--- config.mk ---
export PLATFORM = sky130hd
export DESIGN_NAME = dual_timer_counter_extint
export DESIGN_NICKNAME = d
export VERILOG_FILES = /design/src/timer_pkg.sv /design/src/dual_timer_counter_extint.sv
export SDC_FILE = /design/constraint.sdc
export NUM_CORES = 1
export LEC_CHECK = 0
export ABC_AREA = 1
export BUFFER_PORTS_ARGS = -buffer_cell sky130_fd_sc_hd__buf_4
export CORE_AREA = 2 2 137 85
export DETAILED_ROUTE_END_ITERATION = 10
export DIE_AREA = 0 0 139 87
export PLACE_DENSITY = 0.67
export SYNTH_ARGS = -nofsm -noshare
export SYNTH_HDL_FRONTEND = slang
export SYNTH_SLANG_ARGS = --single-unit
export TNS_END_PERCENT = 30
--- constraint.sdc ---
create_clock -name clk -period 1.5 [get_ports clk]
set_input_delay 0 -clock clk [delete_from_list [all_inputs] [get_ports clk]]
set_output_delay 0 -clock clk [all_outputs]
set_load 0.01 [all_outputs]
--- src/timer_pkg.sv ---
package timer_pkg;
  localparam logic [7:0] ADDR_CONTROL   = 8'h88;
  localparam logic [7:0] ADDR_MODE      = 8'h89;
  localparam logic [7:0] ADDR_T0_LOW    = 8'h8A;
  localparam logic [7:0] ADDR_T1_LOW    = 8'h8B;
  localparam logic [7:0] ADDR_T0_HIGH   = 8'h8C;
  localparam logic [7:0] ADDR_T1_HIGH   = 8'h8D;
  localparam logic [7:0] RESET_BYTE     = 8'h00;
  // Control register bit positions
  localparam int BIT_T1_FLAG  = 7;
  localparam int BIT_T1_RUN   = 6;
  localparam int BIT_T0_FLAG  = 5;
  localparam int BIT_T0_RUN   = 4;
  localparam int BIT_X1_FLAG  = 3;
  localparam int BIT_X1_TYPE  = 2;
  localparam int BIT_X0_FLAG  = 1;
  localparam int BIT_X0_TYPE  = 0;
  // Mode register: timer one in the upper nibble, timer zero in the lower
  localparam int BIT_T1_GATE  = 7;
  localparam int BIT_T1_SRC   = 6;
  localparam int BIT_T1_MODE  = 4;
  localparam int BIT_T0_GATE  = 3;
  localparam int BIT_T0_SRC   = 2;
  localparam int BIT_T0_MODE  = 0;
  localparam logic [1:0] MODE_PRESCALED = 2'h0;
  localparam logic [1:0] MODE_FULL      = 2'h1;
  localparam logic [1:0] MODE_RELOAD    = 2'h2;
  localparam logic [1:0] MODE_SPLIT     = 2'h3;
  localparam logic [7:0] PRESCALE_MASK  = 8'h1F;
  localparam logic [7:0] PRESCALE_TOP   = 8'h1F;
  localparam logic [7:0] BYTE_TOP       = 8'hFF;
endpackage
--- src/dual_timer_counter_extint.sv ---
`timescale 1ns/1ps
// What this block does
// - Timer one overflow sets its flag; entering its service routine clears it.
// - Timer zero overflow sets its flag; entering its service routine clears it.
// - Each timer has a run bit: 1 counts, 0 halts.
// - Falling edge on each interrupt pin sets an edge flag; vectoring clears it.
// - Trigger-type bit: 0 low level, 1 falling edge.
// - Gate 0 counts on run; gate 1 also needs interrupt pin high.
// - Source select 0 counts every two clocks; 1 counts count-pin falling edges.
// - Mode 00: 8-bit high byte counter behind a 5-bit low byte prescaler.
// - Mode 01: full 16-bit counter over both bytes.
// - Mode 10: low byte counts, reloaded from high byte on overflow.
// - Timer one in mode 11 stops and holds its value.
// - Timer zero mode 11: two 8-bit counters, high uses timer one run/flag.
// - All four count bytes are read/write and reset to zero.
module dual_timer_counter_extint
  import timer_pkg::*;
(
  input  wire logic       clk,
  input  wire logic       nrst,
  input  wire logic [7:0] reg_addr,
  input  wire logic       reg_write,
  input  wire logic [7:0] reg_wdata,
  input  wire logic       reg_read,
  output logic      [7:0] reg_rdata,
  input  wire logic       ack_timer_zero,
  input  wire logic       ack_timer_one,
  input  wire logic       ack_ext_zero,
  input  wire logic       ack_ext_one,
  input  wire logic       ext_irq_zero_pin,
  input  wire logic       ext_irq_one_pin,
  input  wire logic       count_input_zero_pin,
  input  wire logic       count_input_one_pin,
  output logic            ext_irq_zero_request,
  output logic            ext_irq_one_request
);

  logic [7:0] timer_irq_control;
  logic [7:0] timer_mode_config;
  logic [7:0] timer_zero_count_low;
  logic [7:0] timer_zero_count_high;
  logic [7:0] timer_one_count_low;
  logic [7:0] timer_one_count_high;
  logic [3:0] sync_a;
  logic [3:0] sync_b;
  logic [3:0] sync_prev;
  logic       half_rate;

  // Pins idle high; starting the pipeline there avoids a request or gate blip after reset
  localparam logic [3:0] PIN_IDLE = 4'hF;

  always_ff @(posedge clk) begin
    if (!nrst) begin
      sync_a    <= PIN_IDLE;
      sync_b    <= PIN_IDLE;
      sync_prev <= PIN_IDLE;
    end else begin
      sync_a    <= {count_input_one_pin, count_input_zero_pin, ext_irq_one_pin, ext_irq_zero_pin};
      sync_b    <= sync_a;
      sync_prev <= sync_b;
    end
  end

  wire       ext_irq_zero_pin_level = sync_b[0];
  wire       ext_irq_one_pin_level = sync_b[1];
  wire [3:0] fall       = sync_prev & ~sync_b;

  always_ff @(posedge clk) begin
    if (!nrst) half_rate <= 1'b0;
    else       half_rate <= ~half_rate;
  end

  wire t0_run    = timer_irq_control[BIT_T0_RUN];
  wire t1_run    = timer_irq_control[BIT_T1_RUN];
  wire t0_gate   = timer_mode_config[BIT_T0_GATE];
  wire t1_gate   = timer_mode_config[BIT_T1_GATE];
  wire t0_src    = timer_mode_config[BIT_T0_SRC];
  wire t1_src    = timer_mode_config[BIT_T1_SRC];
  wire [1:0] t0_mode = timer_mode_config[BIT_T0_MODE +: 2];
  wire [1:0] t1_mode = timer_mode_config[BIT_T1_MODE +: 2];

  wire t0_enable = t0_run & (~t0_gate | ext_irq_zero_pin_level);
  wire t1_enable = t1_run & (~t1_gate | ext_irq_one_pin_level);
  wire t0_tick   = t0_enable & (t0_src ? fall[2] : half_rate);
  wire t1_tick   = t1_enable & (t1_src ? fall[3] : half_rate);
  // Split high byte runs off the system clock under timer one's run bit
  wire th0_tick  = t1_run & half_rate;
  wire t1_active = t1_tick & (t1_mode != MODE_SPLIT);

  typedef struct packed {
    logic [7:0] low;
    logic [7:0] high;
    logic       ovf;
  } step_t;

  function automatic step_t advance(input logic [1:0] mode, input logic [7:0] lo,
                                    input logic [7:0] hi);
    step_t r;
    r = '{low: lo, high: hi, ovf: 1'b0};
    case (mode)
      MODE_PRESCALED: begin
        r.low = (lo & ~PRESCALE_MASK) | ((lo + 8'h01) & PRESCALE_MASK);
        if ((lo & PRESCALE_MASK) == PRESCALE_TOP) begin
          r.high = hi + 8'h01;
          r.ovf  = (hi == BYTE_TOP);
        end
      end
      MODE_FULL: begin
        {r.high, r.low} = {hi, lo} + 16'h0001;
        r.ovf = ({hi, lo} == {BYTE_TOP, BYTE_TOP});
      end
      MODE_RELOAD: begin
        r.low = (lo == BYTE_TOP) ? hi : lo + 8'h01;
        r.ovf = (lo == BYTE_TOP);
      end
      default: begin
        r.low = lo + 8'h01;
        r.ovf = (lo == BYTE_TOP);
      end
    endcase
    return r;
  endfunction

  wire step_t t0_step = advance(t0_mode, timer_zero_count_low, timer_zero_count_high);
  wire step_t t1_step = advance(t1_mode, timer_one_count_low, timer_one_count_high);
  wire        th0_ovf = th0_tick & (timer_zero_count_high == BYTE_TOP);
  wire        t0_ovf  = t0_tick & t0_step.ovf;
  wire        t1_ovf  = (t1_active & t1_step.ovf) | ((t0_mode == MODE_SPLIT) & th0_ovf);

  wire wr_ctl = reg_write & (reg_addr == ADDR_CONTROL);
  wire wr_mod = reg_write & (reg_addr == ADDR_MODE);
  wire wr_tl0 = reg_write & (reg_addr == ADDR_T0_LOW);
  wire wr_tl1 = reg_write & (reg_addr == ADDR_T1_LOW);
  wire wr_th0 = reg_write & (reg_addr == ADDR_T0_HIGH);
  wire wr_th1 = reg_write & (reg_addr == ADDR_T1_HIGH);

  // Flag next values: hardware set beats software or vector clear
  wire ctl_src_t1f = wr_ctl ? reg_wdata[BIT_T1_FLAG] : timer_irq_control[BIT_T1_FLAG];
  wire ctl_src_t0f = wr_ctl ? reg_wdata[BIT_T0_FLAG] : timer_irq_control[BIT_T0_FLAG];
  wire ctl_src_x1f = wr_ctl ? reg_wdata[BIT_X1_FLAG] : timer_irq_control[BIT_X1_FLAG];
  wire ctl_src_x0f = wr_ctl ? reg_wdata[BIT_X0_FLAG] : timer_irq_control[BIT_X0_FLAG];
  wire x0_type = timer_irq_control[BIT_X0_TYPE];
  wire x1_type = timer_irq_control[BIT_X1_TYPE];
  wire x0_set  = x0_type & fall[0];
  wire x1_set  = x1_type & fall[1];
  wire next_t1_flag = t1_ovf | (ctl_src_t1f & ~ack_timer_one);
  wire next_t0_flag = t0_ovf | (ctl_src_t0f & ~ack_timer_zero);
  wire next_x1_flag = x1_set | (ctl_src_x1f & ~ack_ext_one);
  wire next_x0_flag = x0_set | (ctl_src_x0f & ~ack_ext_zero);

  always_ff @(posedge clk) begin
    if (!nrst) begin
      timer_irq_control <= RESET_BYTE;
      timer_mode_config <= RESET_BYTE;
    end else begin
      if (wr_ctl) timer_irq_control <= reg_wdata;
      if (wr_mod) timer_mode_config <= reg_wdata;
      timer_irq_control[BIT_T1_FLAG] <= next_t1_flag;
      timer_irq_control[BIT_T0_FLAG] <= next_t0_flag;
      timer_irq_control[BIT_X1_FLAG] <= next_x1_flag;
      timer_irq_control[BIT_X0_FLAG] <= next_x0_flag;
    end
  end

  // Software writes win over a count in the same cycle
  always_ff @(posedge clk) begin
    if (!nrst) begin
      timer_zero_count_low  <= RESET_BYTE;
      timer_zero_count_high <= RESET_BYTE;
      timer_one_count_low   <= RESET_BYTE;
      timer_one_count_high  <= RESET_BYTE;
    end else begin
      if (wr_tl0)       timer_zero_count_low <= reg_wdata;
      else if (t0_tick) timer_zero_count_low <= t0_step.low;
      if (wr_th0)       timer_zero_count_high <= reg_wdata;
      else if (t0_mode == MODE_SPLIT) begin
        if (th0_tick)   timer_zero_count_high <= timer_zero_count_high + 8'h01;
      end else if (t0_tick) timer_zero_count_high <= t0_step.high;
      if (wr_tl1)         timer_one_count_low <= reg_wdata;
      else if (t1_active) timer_one_count_low <= t1_step.low;
      if (wr_th1)         timer_one_count_high <= reg_wdata;
      else if (t1_active) timer_one_count_high <= t1_step.high;
    end
  end

  wire [7:0] read_mux =
    (reg_addr == ADDR_CONTROL) ? timer_irq_control :
    (reg_addr == ADDR_MODE)    ? timer_mode_config :
    (reg_addr == ADDR_T0_LOW)  ? timer_zero_count_low :
    (reg_addr == ADDR_T1_LOW)  ? timer_one_count_low :
    (reg_addr == ADDR_T0_HIGH) ? timer_zero_count_high :
    (reg_addr == ADDR_T1_HIGH) ? timer_one_count_high : RESET_BYTE;

  // Level mode requests follow the pin low; edge mode shows the flag
  always_ff @(posedge clk) begin
    if (!nrst) begin
      reg_rdata            <= RESET_BYTE;
      ext_irq_zero_request <= 1'b0;
      ext_irq_one_request  <= 1'b0;
    end else begin
      reg_rdata            <= reg_read ? read_mux : RESET_BYTE;
      ext_irq_zero_request <= x0_type ? next_x0_flag : ~ext_irq_zero_pin_level;
      ext_irq_one_request  <= x1_type ? next_x1_flag : ~ext_irq_one_pin_level;
    end
  end
endmodule // dual_timer_counter_extint

Word-level counts from Yosys, hierarchy flattened
Index checks and enable logic that the tools add are counted.
W data, S select, Z words.

word-level totals
  word-level logic and storage cells = 130
  register bits = 71

operators by class
  muxes and demuxes = 34
  reduce and logical (&&, ||, !) cells = 11
  equality and inequality tests = 23
  add/sub/neg operators = 6
  bitwise gates (word level) = 42

operator list
  cell                     count
  $mux W8                  18
  $eq A8 B8 Y1 const B     10
  $pmux W8 S3              2
  $add A16 B1 Y16 const B  2
  $add A8 B1 Y8 const B    4
  $eq A16 B16 Y1 const B   2
  $pmux W8 S2              2
  $and A1 B1 Y1            22
  $mux W9                  2
  $or A8 B5 Y8             2
  $eq A5 B5 Y1 const B     2
  $not A1 Y1               9
  $mux W1                  8
  $or A1 B1 Y1             7
  $eq A2 B2 Y1 const B     3
  $ne A3 B3 Y1 const B     2
  $reduce_bool A2 Y1       3
  $reduce_bool A3 Y1       2
  $and A4 B4 Y4            1
  $eq A2 B1 Y1 const B     2
  $logic_not A2 Y1         2
  $ne A4 B4 Y1 const B     1
  $not A4 Y4               1
  $pmux W1 S2              2
  5 further kinds          5

Longest topological paths before layout
  depth in word-level cells = 8
  gate-level depth with buffers = 11

Worst setup path after synthesis
Ideal clock, no wire load.

  path type = reg-to-reg
  start = register timer_one_count_low[0]
  end = register timer_one_count_low[7]
  buffers on the path = 0
  setup slack = -0.020 ns
  arrival = 1.393 ns
  setup time = 0.128 ns
  cell stages (with the launch flop) = 11
  required time = 1.372 ns
  clock period less this slack = 1.520 ns
  cell sequence = dfxtp_1 ha_1 nand2_2 nor2_8 nand2_4 nand2_1 nand2_1 nand3_1 nand2_1 a21oi_1 nor2_1

on the way
  word-level cells in the longest chain between the ends = 5
  elaborated cells on any way between the ends = 7
  those cells by class = 2 x add/sub; 1 x eq/ne; 4 x mux

RTL lines
  item                                           RTL line                                                            RTL
  start: declaration                             dual_timer_counter_extint.sv:42                                     logic [7:0] timer_one_count_low;
  start signal: assignment                       dual_timer_counter_extint.sv:179                                    if (wr_tl1) timer_one_count_low <= reg_wdata;
  start signal: assignment                       dual_timer_counter_extint.sv:180                                    else if (t1_active) timer_one_count_low <= t1_step.low;
  $add A8 B1 Y8 or $eq A8 B8 Y1 (tied branches)  dual_timer_counter_extint.sv:113, dual_timer_counter_extint.sv:117
  $mux W8                                        dual_timer_counter_extint.sv:113                                    r.low = (lo == BYTE_TOP) ? hi : lo + 8'h01;
  $pmux W8 S3 *                                  dual_timer_counter_extint.sv:100                                    case (mode)
  $mux W8 *                                      dual_timer_counter_extint.sv:180
  $mux W8 *                                      dual_timer_counter_extint.sv:179

Mark *: on every way between the ends. The rest lies on a longest branch, timed or not. The select of a mux whose other input is x is not followed.
A chain may end at the register's enable or synchronous reset.

Worst setup path in the final report
  start = register timer_zero_count_low[0]
  end = register timer_zero_count_high[6]

on the way
  word-level cells in the longest chain between the ends = 5
  elaborated cells on any way between the ends = 8
  those cells by class = 1 x add/sub; 2 x eq/ne; 4 x mux; 1 x reduce/logical

RTL lines
  item                      RTL line                          RTL
  start: declaration        dual_timer_counter_extint.sv:40   logic [7:0] timer_zero_count_low;
  start signal: assignment  dual_timer_counter_extint.sv:173  if (wr_tl0) timer_zero_count_low <= reg_wdata;
  start signal: assignment  dual_timer_counter_extint.sv:174  else if (t0_tick) timer_zero_count_low <= t0_step.low;
  $add A16 B1 Y16           dual_timer_counter_extint.sv:109  {r.high, r.low} = {hi, lo} + 16'h0001;
  $pmux W8 S2               dual_timer_counter_extint.sv:100
  $mux W8                   dual_timer_counter_extint.sv:178  end else if (t0_tick) timer_zero_count_high <= t0_step.high;
  $mux W8                   dual_timer_counter_extint.sv:176  else if (t0_mode == MODE_SPLIT) begin
  $mux W8                   dual_timer_counter_extint.sv:175  if (wr_th0) timer_zero_count_high <= reg_wdata;
  end signal: assignment    dual_timer_counter_extint.sv:175
  end signal: assignment    dual_timer_counter_extint.sv:177  if (th0_tick) timer_zero_count_high <= timer_zero_count_high + 8'h01;
  end signal: assignment    dual_timer_counter_extint.sv:178
  end: declaration          dual_timer_counter_extint.sv:41   logic [7:0] timer_zero_count_high;

Parallel ways exist; a longest one is shown, timed or not. The select of a mux whose other input is x is not followed.

==> impl_metrics.toml <==
[logic_synthesis]
synth_nets = 810
synthesis.instances = 778
synth_top_family_by_area = "simple AND/OR/NAND/NOR gates"
synth-seq-cells = 71
avgSynthCellArea_um2 = 6.15
synth.area.mux_share_pct = 0
ys_seq_area_share_pct = 29.7
synth_fa_ha_area_share_pct = 1.05
yosysWarnings = 0
synth_compound_area_share_pct = 13.6
syn_area_mm2 = 0.00479
synth_xor_area_share_pct = 1.10
synth_cell_types = 39
synth-simple-area-share_pct = 44.1

[critical_path]
max_stage_delay_ns = 0.35
endpoint_kind = "flop"
required_ns = 1.74
start_kind = "flop"
crit_arrival_ns = 1.80
crit_chain = "ha_4 -> nand2_4 -> nor2_8 -> nor2_4 -> nor2_4 -> nand3_4 -> clkinv_4 -> o21ai_2 -> nor2_1 -> nor2_1"
r2r_setup_slack_ns = -0.06
cp_slowest_cell = "dfxtp_2"
crit_type = "flop to flop"
crit_fanout = 7

[floorplan]
die_h_um = 87
dieArea_mm2 = 0.0121
core_mm2 = 0.0110
ioPinCount = 38
die_x_um = 139
start_util_pct = 43.7
rows = 30

[drt]
vias = 5690
drt-total-wl_um = 18100
wire_per_inst_um = 17.4
wl_met3_um = 2340
wl_met2_um = 7020
drc = 0
wl_met1_um = 8460
vias_per_cell = 5.47
route.antenna.remaining_nets = 0
routed.top_layer = "met4"
first_iter_violations = 619
firstDrtPassIters = 5

[sta]
fin_skew_ns = 0.00690
fin_crit_sh_pct = 104
finalSetupViolations = 13
period_needed_ns = 1.56
max_slew_margin_pct = 71.9
fin_ws_ns = -0.0599
final-max-slew-violation-count = 0
rsz0062_at_grt = "true"
clock.fmax_mhz = 641
tightest_slew_ns = 0.420
final-hold-violation-count = 0
finalSetupTns_ns = -0.270

[run_status]
violations = "setup timing"
status = "finished with violations"

[global_route]
antenna_found_initial = 0
grt.total_usage_pct = 30.4
grt_overflow = 0
grt_pass1_wl_um = 28200
grt_max_degree = 26
first_global_vias = 5127

[clocking]
clock_sink_count = 71
clk_latency_ns = 0.35
clockRootBuffer = "clkbuf_16"
clockBufferDepth = 2
cts-buffers-inserted = 9
htree_levels = 3
cts_tree = "built"
cts.clk_slew.worst_paths_ns = 0.06

[final_layout]
final_cell_mix = "nand2_1, buf_4, inv_1"
fin_nets = 924
antenna_cells = 0
final_cells = 1041
layout-drive-gt1-share_pct = 25.6
syn_to_final_growth_pct = 31.9
final_common_cell = "nand2_1"

[power_and_ir_drop]
leakagePower_nw = 2.97
peakVddDrop_uv = 592
power_mw = 4.22
cellPowerDensity_mw_per_mm2 = 668

[placement]
dp.cells = 1004
gp_congestion = 0.962
dp_slack_ns = -0.133
portBuffers = 37
dp_hpwl_um = 13700

[hold_path]
hold_path_class = "input port to flop"

[flow_run]
maxCapViolations = 0
==> worst paths after layout <==
kind,from,endpoint,cells after the start
worst max-delay path,timer_zero_count_low[0],timer_zero_count_high[6],10
worst min-delay path,reg_read,reg_rdata[1],3
worst max register to register,timer_zero_count_low[0],timer_zero_count_high[6],10
worst min register to register,sync_a[0],sync_b[0],1
==> worst max-delay path, delay by kind of cell, from the launching register on <==
kind / cells / cell delay (ns)
adder cells (fa/ha/maj): 1 / 0.16
buffers and inverters: 1 / 0.09
AO/OA/AOI/OAI: 1 / 0.05
flip-flops: 1 / 0.35
AND/OR/NAND/NOR: 7 / 0.79
==> logic make-up (layout without fill, tap and decap cells) <==
| logic type | after synthesis | in the layout |
|---|---|---|
| and+or+nand+nor | 443 | 444 |
| buffers and inverters | 127 | 245 |
| DFF | 71 | 71 |
| xor gates and xnor gates | 6 | 6 |
| AOI/OAI and AO/OA | 127 | 127 |
| adders and majority gates | 4 | 4 |
==> routing by layer <==
metal / track usage, % / vias up
met3: 8.91 / 39
met5: 0 / -
met4: 8.26 / 0
li1: - / 2736
met2: 42.5 / 349
met1: 45.2 / 2566
==> flip-flops by register name (all words and copies together) (netlist names) <==
| register | count |
|---|---|
| timer_zero_count_low | 8 |
| sync_prev | 4 |
| timer_irq_control | 8 |
| sync_a | 4 |
| ext_irq_one_request | 1 |
| timer_one_count_low | 8 |
| half_rate | 1 |
| timer_one_count_high | 8 |
| timer_zero_count_high | 8 |
| timer_mode_config | 8 |
| sync_b | 4 |
| reg_rdata | 8 |
| ext_irq_zero_request | 1 |
==> Yosys cell counts (all sizes together) <==
library cell / n / area, µm²
buf: 9 / 57.6
nor2: 117 / 557
nand3b: 2 / 27.5
o22ai: 5 / 31.3
a22oi: 1 / 7.51
xnor2: 1 / 8.76
o21ai: 62 / 310
o211ai: 1 / 7.51
clkinv: 3 / 12.5
nand3: 88 / 493
clkbuf: 6 / 23.8
ha: 4 / 50.1
or2: 11 / 68.8
a21oi: 56 / 280
dfxtp: 71 / 1420
nand2: 207 / 825
inv: 109 / 409
xor2: 5 / 43.8
or3: 1 / 6.26
nand4: 12 / 81.3
nor3: 5 / 51.3
a31oi: 2 / 12.5
==> metrics by stage <==
step	utilization [%]	hold WS, ns	area (µm²)
after floorplan	-	0.107	4790
after global placement	51.2	0.187	5610
after detailed placement	51.2	0.191	5610
after CTS	56.4	0.00510	6180
after global routing	57.6	0.0138	6310
final	57.6	0.00585	6310
==> final cells by class <==
| type | count | area (µm²) |
|---|---|---|
| clock buffers | 9 | 225 |
| clock inverters | 7 | 48.8 |
| fillers | 1095 | 4650 |
| inverters | 112 | 425 |
| multi-input cells | 581 | 3070 |
| flip-flops and latches | 71 | 1440 |
| well taps | 144 | 180 |
| repair buffers | 117 | 922 |
==> power breakdown <==
group / internal, mW / total [mW] / leakage (nW) / switching [mW]
Combinational: 0.111 / 0.280 / 2.27 / 0.169
Clock: 1.12 / 2.03 / 0.124 / 0.909
Sequential: 1.90 / 1.91 / 0.581 / 0.00934
Total: 3.13 / 4.22 / 2.97 / 1.09
==> repair_timing <==
item	CTS	global route
endpoints found under the setup margin	34	34
endpoints found under the hold margin	16	0
resized for setup	25	46
gates cloned	0	1
setup buffers	7	0
hold buffers	13	0
pin swaps	14	27
Note: power is estimated with default switching activity, not from simulation.
